### src/pxpc_pkg.sv
// Package for the crossover and polarity control register block.
// Assumes a 32-bit classic Wishbone slave with one aligned word per register.
package pxpc_pkg;
   // ----------------------------------------
   // Register map
   // ----------------------------------------
   localparam logic [7:0]  PXPC_REG_INDEX      = 8'h1B;
   localparam logic [9:0]  PXPC_CTRL_ADDR      = 10'h06C;
   localparam logic [9:0]  PXPC_HWCFG_ADDR     = 10'h080;
   localparam logic [9:0]  PXPC_RSTCTL_ADDR    = 10'h084;
   // ----------------------------------------
   // Field positions
   // ----------------------------------------
   localparam int          PXPC_SRC_BIT        = 15;
   localparam int          PXPC_AUTO_BIT       = 14;
   localparam int          PXPC_MANUAL_BIT     = 13;
   localparam int          PXPC_SQE_BIT        = 11;
   localparam int          PXPC_FEF_BIT        = 5;
   localparam int          PXPC_POL_BIT        = 4;
   localparam int          PXPC_STRAP_BIT      = 0;
   localparam int          PXPC_SRST_BIT       = 0;
   // ----------------------------------------
   // Reset values
   // ----------------------------------------
   localparam logic        PXPC_SRC_RST        = 1'h0;
   localparam logic        PXPC_AUTO_RST       = 1'h0;
   localparam logic        PXPC_MANUAL_RST     = 1'h0;
   localparam logic        PXPC_SQE_RST        = 1'h0;
   localparam logic        PXPC_POL_RST        = 1'h0;
   // ----------------------------------------
   // Crossover modes
   // ----------------------------------------
   typedef enum logic [1:0] {
      PXPC_MDI_STRAIGHT = 2'h0,
      PXPC_MDI_CROSS    = 2'h1,
      PXPC_MDI_AUTO     = 2'h2,
      PXPC_MDI_RSVD     = 2'h3
   } pxpc_mode_type;
endpackage

### src/pxpc_top.sv
// Crossover and polarity control register with its mode decode.
// Assumes synchronous straps and status inputs and a classic Wishbone master.
`timescale 1ns/100ps
module pxpc_top (
   // Clock and reset
   input  wire logic        clk_i,
   input  wire logic        rst_i,
   // Wishbone slave
   input  wire logic        cyc_i,
   input  wire logic        stb_i,
   input  wire logic        we_i,
   input  wire logic [9:0]  adr_i,
   input  wire logic [3:0]  sel_i,
   input  wire logic [31:0] dat_i,
   output logic      [31:0] dat_o,
   output logic             ack_o,
   // Straps and status
   input  wire logic        auto_strap_i,
   input  wire logic        manual_strap_i,
   input  wire logic        fiber_mode_i,
   input  wire logic        polarity_reversed_i,
   // Controls to the PHY
   output logic      [1:0]  crossover_mode_o,
   output logic             heartbeat_test_disable_o,
   output logic             far_end_fault_enable_o
);
   // ----------------------------------------
   // Register state
   // ----------------------------------------
   logic        src_ff,    nxt_src;
   logic        auto_ff,   nxt_auto;
   logic        manual_ff, nxt_manual;
   logic        sqe_ff,    nxt_sqe;
   logic        fef_ff,    nxt_fef;
   logic        pol_ff,    nxt_pol;
   logic        strap_ff,  nxt_strap;
   logic        ack_ff,    nxt_ack;
   logic [31:0] dat_ff,    nxt_dat;
   logic [1:0]  mode_ff,   nxt_mode;
   logic        req;
   logic        wr_lo;
   logic        wr_hi;
   logic        srst;
   logic [15:0] ctrl_rd;

   // Single-cycle answer; ack drops the cycle after it is given
   assign req   = cyc_i && stb_i && !ack_ff;
   assign wr_lo = req && we_i && sel_i[0] && adr_i == pxpc_pkg::PXPC_CTRL_ADDR;
   assign wr_hi = req && we_i && sel_i[1] && adr_i == pxpc_pkg::PXPC_CTRL_ADDR;
   // Self-clearing PHY soft reset strobe
   assign srst  = req && we_i && sel_i[0] && adr_i == pxpc_pkg::PXPC_RSTCTL_ADDR
                  && dat_i[pxpc_pkg::PXPC_SRST_BIT];

   always_comb begin
      ctrl_rd = 16'h0000;
      ctrl_rd[pxpc_pkg::PXPC_SRC_BIT]    = src_ff;
      ctrl_rd[pxpc_pkg::PXPC_AUTO_BIT]   = auto_ff;
      ctrl_rd[pxpc_pkg::PXPC_MANUAL_BIT] = manual_ff;
      ctrl_rd[pxpc_pkg::PXPC_SQE_BIT]    = sqe_ff;
      ctrl_rd[pxpc_pkg::PXPC_FEF_BIT]    = fef_ff;
      ctrl_rd[pxpc_pkg::PXPC_POL_BIT]    = pol_ff;
   end

   // ----------------------------------------
   // Next-state logic
   // ----------------------------------------
   always_comb begin
      nxt_src    = src_ff;
      nxt_auto   = auto_ff;
      nxt_manual = manual_ff;
      nxt_sqe    = sqe_ff;
      nxt_fef    = fef_ff;
      nxt_pol    = polarity_reversed_i;
      nxt_strap  = auto_strap_i;
      nxt_ack    = req;
      nxt_dat    = 32'h0000_0000;
      if (wr_hi) begin
         nxt_src    = dat_i[pxpc_pkg::PXPC_SRC_BIT];
         nxt_auto   = dat_i[pxpc_pkg::PXPC_AUTO_BIT];
         nxt_manual = dat_i[pxpc_pkg::PXPC_MANUAL_BIT];
         nxt_sqe    = dat_i[pxpc_pkg::PXPC_SQE_BIT];
      end
      if (wr_lo) begin
         nxt_fef = dat_i[pxpc_pkg::PXPC_FEF_BIT];
      end
      if (srst) begin
         nxt_src    = pxpc_pkg::PXPC_SRC_RST;
         nxt_auto   = pxpc_pkg::PXPC_AUTO_RST;
         nxt_manual = pxpc_pkg::PXPC_MANUAL_RST;
         nxt_sqe    = pxpc_pkg::PXPC_SQE_RST;
         nxt_fef    = fiber_mode_i;
      end
      if (req && !we_i) begin
         case (adr_i)
            pxpc_pkg::PXPC_CTRL_ADDR:   nxt_dat = {16'h0000, ctrl_rd};
            pxpc_pkg::PXPC_HWCFG_ADDR:  nxt_dat = {31'h0000_0000, strap_ff};
            default:                    nxt_dat = 32'h0000_0000;
         endcase
      end
   end

   // Mode decode; the reserved software code is passed on unchanged
   always_comb begin
      if (src_ff) begin
         nxt_mode = {auto_ff, manual_ff};
      end else if (auto_strap_i) begin
         nxt_mode = pxpc_pkg::PXPC_MDI_AUTO;
      end else if (manual_strap_i) begin
         nxt_mode = pxpc_pkg::PXPC_MDI_CROSS;
      end else begin
         nxt_mode = pxpc_pkg::PXPC_MDI_STRAIGHT;
      end
   end

   // ----------------------------------------
   // Registers
   // ----------------------------------------
   always_ff @(posedge clk_i) begin
      if (rst_i) begin
         src_ff    <= pxpc_pkg::PXPC_SRC_RST;
         auto_ff   <= pxpc_pkg::PXPC_AUTO_RST;
         manual_ff <= pxpc_pkg::PXPC_MANUAL_RST;
         sqe_ff    <= pxpc_pkg::PXPC_SQE_RST;
         pol_ff    <= pxpc_pkg::PXPC_POL_RST;
         strap_ff  <= 1'h0;
         ack_ff    <= 1'h0;
         dat_ff    <= 32'h0000_0000;
         mode_ff   <= pxpc_pkg::PXPC_MDI_STRAIGHT;
      end else begin
         src_ff    <= nxt_src;
         auto_ff   <= nxt_auto;
         manual_ff <= nxt_manual;
         sqe_ff    <= nxt_sqe;
         pol_ff    <= nxt_pol;
         strap_ff  <= nxt_strap;
         ack_ff    <= nxt_ack;
         dat_ff    <= nxt_dat;
         mode_ff   <= nxt_mode;
      end
   end

   // Fiber strap is a level; the default is loaded on the first edge out of reset
   logic rst_seen_ff;
   always_ff @(posedge clk_i) begin
      if (rst_i) begin
         rst_seen_ff <= 1'h1;
      end else begin
         rst_seen_ff <= 1'h0;
      end
   end
   always_ff @(posedge clk_i) begin
      if (rst_i) begin
         fef_ff <= 1'h0;
      end else if (rst_seen_ff) begin
         fef_ff <= fiber_mode_i;
      end else begin
         fef_ff <= nxt_fef;
      end
   end

   assign dat_o                    = dat_ff;
   assign ack_o                    = ack_ff;
   assign crossover_mode_o         = mode_ff;
   assign heartbeat_test_disable_o = sqe_ff;
   assign far_end_fault_enable_o   = fef_ff;
endmodule

### config.mk
export PLATFORM = sky130hd
export DESIGN_NAME = pxpc_top
export DESIGN_NICKNAME = d
export VERILOG_FILES = /design/src/pxpc_pkg.sv /design/src/pxpc_top.sv
export SDC_FILE = /design/constraint.sdc
export NUM_CORES = 1
export LEC_CHECK = 0
export ABC_CLOCK_PERIOD_IN_PS = 4500
export BUFFER_PORTS_ARGS = -buffer_cell sky130_fd_sc_hd__buf_2
export CAP_MARGIN = 10
export CORE_UTILIZATION = 36
export CTS_CLUSTER_SIZE = 28
export DETAILED_ROUTE_END_ITERATION = 6
export GPL_TIMING_DRIVEN = 1
export PLACE_DENSITY = 0.88
export SKIP_CTS_REPAIR_TIMING = 1
export SLEW_MARGIN = 5
export SYNTH_ARGS = -nofsm -noshare
export SYNTH_HDL_FRONTEND = slang
export SYNTH_SLANG_ARGS = --single-unit
### constraint.sdc
create_clock -name clk_i -period 4.5 [get_ports clk_i]
set_input_delay 0.675 -clock clk_i [delete_from_list [all_inputs] [get_ports clk_i]]
set_output_delay 0.675 -clock clk_i [all_outputs]
set_load 0.1 [all_outputs]
======== After elaboration in Yosys (flattened, before gate mapping) ========
Cells that the tools add are included.
W data, S select, Z words.
word-level totals
  flip-flop bits (word level) ............. 43
  bits in latches ......................... 0
  memory bits (writable) .................. 0
  memory bits (read-only) ................. 0
  input port bits ......................... 55
  output and inout bits ................... 37
  logic and storage cells ................. 38
  memories kept ........................... 0
operators by class
  $add $sub $neg .......................... 0
  multiply operators ...................... 0
  div/mod/pow operators ................... 0
  order comparisons ....................... 0
  eq/ne operators ......................... 3
  shift-type cells ........................ 0
  muxes and demuxes ....................... 8
  bitwise gates (word level) .............. 1
  reduce and logical (&&, ||, !) cells .... 15
operators with widths
  cell                   number
  $pmux W16 S2           1
  $eq A10 B8 Y1 const B  2
  $eq A10 B7 Y1 const B  1
  $logic_and A1 B1 Y1    10
  $mux W1                5
  $mux W2                2
  $reduce_or A2 Y1       2
  $reduce_bool A3 Y1     1
  $logic_not A1 Y1       2
  $not A1 Y1             1

======== Logic depth before layout (Yosys ltp) ========
  word-level depth ........................ 8
  gate-level depth with buffers ........... 5
  depth with buffers taken out ............ 5

======== Least setup slack after synthesis ========
Ideal clock, no wire load.
  kind .................................... input -> register
  from .................................... input adr_i[0]
  to ...................................... register sqe_ff (netlist: heartbeat_test_disable_o)
  setup time .............................. 118 ps
  arrival time ............................ 2186 ps
  required time ........................... 4382 ps
  slack ................................... 2196 ps
  stages on the path ...................... 5
  buffers on the path ..................... 0
  path through ............................ or4_1 or4_4 nor2_4 mux2i_1 nor2_1
between the ends
  cells in the longest elaborated chain, start to end .. 4
  elaborated cells on any way between the ends .. 6
  classes of those cells .................. 2 x eq/ne; 4 x reduce/logical
ends and longest elaborated chain
  item                               RTL line         source
  start, declared                    pxpc_top.sv:12   input wire logic [9:0] adr_i,
  $eq A10 B8 Y1                      pxpc_top.sv:51   assign srst = req && we_i && sel_i[0] && adr_i == pxpc_pkg::PXPC_RSTCTL_ADDR
  $logic_and A1 B1 Y1                pxpc_top.sv:51
  $logic_and A1 B1 Y1                pxpc_top.sv:52   && dat_i[pxpc_pkg::PXPC_SRST_BIT];
  $reduce_or A2 Y1 (no source line)  --
  end signal, assigned               pxpc_top.sv:123  sqe_ff <= pxpc_pkg::PXPC_SQE_RST;
  end signal, assigned               pxpc_top.sv:133  sqe_ff <= nxt_sqe;
  end, declared                      pxpc_top.sv:33   logic sqe_ff, nxt_sqe;
Parallel ways exist; a longest one is shown, timed or not.
A chain may end at the register's enable or synchronous reset.

======== Worst setup path in the final report ========
Ends and elaborated chain as after synthesis.

==> impl_results.md <==
* R2R cell count at 5
* Drt first pass iters at 4
* Total wire length at 1.57 mm
* Outcome: finished clean
* Hold endpoint: dat_o[4]
* Metal3 WL at 115 um
* Critical path class: in2reg
* Post-synth cell types at 23
* Min-Delay Path Class: reg2reg
* Leak at 0.500 nW
* Worst Hold Depth at 1
* Gate Count Post-Synth at 89
* Vias in the first global route at slightly above 600
* Core area at 2210 sq um
* Cell area after synthesis at about 850 sq um
* Number of antenna violations at the first check in global routing at 0
* Hold Violations, Final at 0
* Wire length per cell at 9.95 um
* Gr usage total at 0.123
* Syn avg cell area at 9.55 sq um
* Fill count at 222
* Number of diodes at 0
* F_max at around 0.46 GHz
* DR iter-0 viols at 4
* Setup Viol. Count Final at 0
* Post-synth top area share at 0.424
* Initial Util at 0.384
* Final worst path period share at 0.480
* RSZ-0062 raised after global routing: false
* Seq cells post-synth at 18
* Worst-Skew Late Latency at 0.29 ns
* Post-route insts no fill at 158
* Worst R2R End: far_end_fault_enable_o
* CP arrival at about 2.4 ns
* WL met2 at between 800 and 900 um
* Layout cell share with drive strength beyond 1 at 0.354
* Startpoint Class: input port
* Total number of vias at 657
* Simple logic cell fraction of the synthesized area at 0.253
* Most frequent cells in the layout: buf_2, conb_1, dfxtp_1
* Syn-to-layout area delta at 19.3%
* Multi-input combinational cell area at 388 sq um
* First-pass GRT wire length at between 2 and 2.5 mm
* Post-synthesis adder-cell area fraction at 0
* Post-synth top area cell: dfxtp_1
* # Max-Cap Violations at 0
* Clock Skew at 0.00376 ns
* Yosys warnings at 0
* Cell total after placement at 154
* Min-delay src: pol_ff
* TritonCTS Buffers at 3
* I/O Pins at about 90
* Post-DP HPWL at 1.29 mm
* GRT overflow at 0
* XOR/XNOR Fraction of Synth Area at 0
* Antenna-violating nets left at 0
* Die Wd at 50.6 um
* Seq/Total Area, Yosys at 0.424
* Largest net degree at the start of global routing at 11
* Setup TNS at 0 ns
* Storage element area at 360 sq um
* CTS Sinks at 18
* Largest cells by area after synthesis: dfxtp_1, buf_4, mux2i_1
* Tmin final at 2.16 ns
* Crit Path Max Fanout at 4
* Row count at 17
* DIE AREA at 2560 sq um
* CP endpoint kind: register
* Wire length on met1 at approximately 600 um
* Peak VDD IR at between 0.1 and 0.15 mV
* Clk buf depth at 2
* IO Port Bufs at 38
* Reg2reg start: ack_o
* Commonest non-fill, non-tap cell in the layout: buf_2
* Die H at roughly 51 um
* # DRC at 0
* Nets at 186
* Top Layer Used: met4
* Clk slew on worst S/H paths at 0.10 ns
* CTS tree: done
* Combinational family with the most area after synthesis: simple AND/OR/NAND/NOR gates
* Post-route cell area at 1010 sq um
* PwrDens at 383 nW/um^2
* GPL Wtd Cong at between 0.7 and 0.8
* Multiplexer area fraction after synthesis at 0.0589
* Max Slew Vio Count at 0
* Via density at 4.16
* Root Driver: clkbuf_4
* H-tree Lvls at 1
* Post-synthesis compound-gate area fraction at 0.0339
* Slack of the worst reg-to-reg path at 3.15 ns
* Placed cell areas at 977 sq um
* CP required at 4.70 ns
## power breakdown
| group | internal [mW] | leakage, nW | total, mW | switching [mW] |
|---|---|---|---|---|
| Combinational | 0.0128 | 0.332 | 0.126 | 0.113 |
| Sequential | 0.162 | 0.147 | 0.164 | 0.00135 |
| Clock | 0.0493 | 0.0210 | 0.0989 | 0.0496 |
| Total | 0.225 | 0.500 | 0.389 | 0.164 |
## metrics by stage
stage	setup slack (ns)	hold WS (ns)	total power, mW	utilization
floorplan	2.20	0.406	0.294	-
global placement	2.06	0.419	0.292	0.442
detailed placement	2.02	0.416	0.293	0.442
CTS	2.33	0.451	0.389	0.458
global route	2.23	0.473	0.400	0.458
finish	2.34	0.455	0.389	0.458
## registers in the layout, indices dropped and copies added, names as in the netlist
| name | cells |
|---|---|
| dat_o | 7 |
| crossover_mode_o | 2 |
| ack_o | 1 |
| auto_ff | 1 |
| far_end_fault_enable_o | 1 |
| heartbeat_test_disable_o | 1 |
| manual_ff | 1 |
| pol_ff | 1 |
| rst_seen_ff | 1 |
| src_ff | 1 |
| strap_ff | 1 |
## cells by family after synthesis
logic type / after synthesis
other: 1
and+or+nand+nor: 34
DFF: 18
buffers and inverters: 26
muxes: 5
AOI/OAI and AO/OA: 5
## metal layers
metal,track usage,vias to the layer above
li1,-,329
met1,0.116,296
met2,0.249,29
met3,0.0212,3
met4,0.0602,0
met5,0,-
## worst max-delay path, cell delays in order
cell     delay (ns)
buf_2          0.10
or4_1          0.54
or4_4          0.58
nor2_4         0.19
mux2i_1        0.22
nor2_1         0.06
## area by class of cell
cell class / instances / area share
Tap cell: 28 / 0.0346
Inverter: 1 / 0.00370
Sequential cell: 18 / 0.356
Clock buffer: 4 / 0.0358
Timing Repair Buffer: 38 / 0.188
Multi-Input combinational cell: 69 / 0.383
## synth_stat cells
library cell / number
and2_1: 6
nor2b_1: 3
nor2_4: 2
and4_1: 1
nand3b_1: 1
dfxtp_1: 18
inv_1: 1
a21oi_1: 3
or4_1: 1
nor3b_1: 1
or4_4: 1
and4b_1: 2
or4b_2: 1
nor3_1: 2
buf_4: 25
mux2i_1: 5
nand2_1: 6
o21ai_0: 1
nor4_1: 1
conb_1: 1
nand2b_1: 1
nor2_1: 5
a311oi_1: 1
## worst max-delay path by stage
| stage | to | depth (start not counted) | slack (ns) | startpoint |
|---|---|---|---|---|
| finish | heartbeat_test_disable_o | 6 | 2.34 | adr_i[0] |
| global route | dat_o[5] | 5 | 2.23 | adr_i[0] |
| CTS | dat_o[11] | 5 | 2.33 | adr_i[0] |
| detailed placement | heartbeat_test_disable_o | 6 | 2.02 | adr_i[0] |
| global placement | manual_ff | 6 | 2.06 | adr_i[0] |
| floorplan | heartbeat_test_disable_o | 5 | 2.20 | adr_i[0] |
No activity file was read; power rests on OpenSTA's default activity.
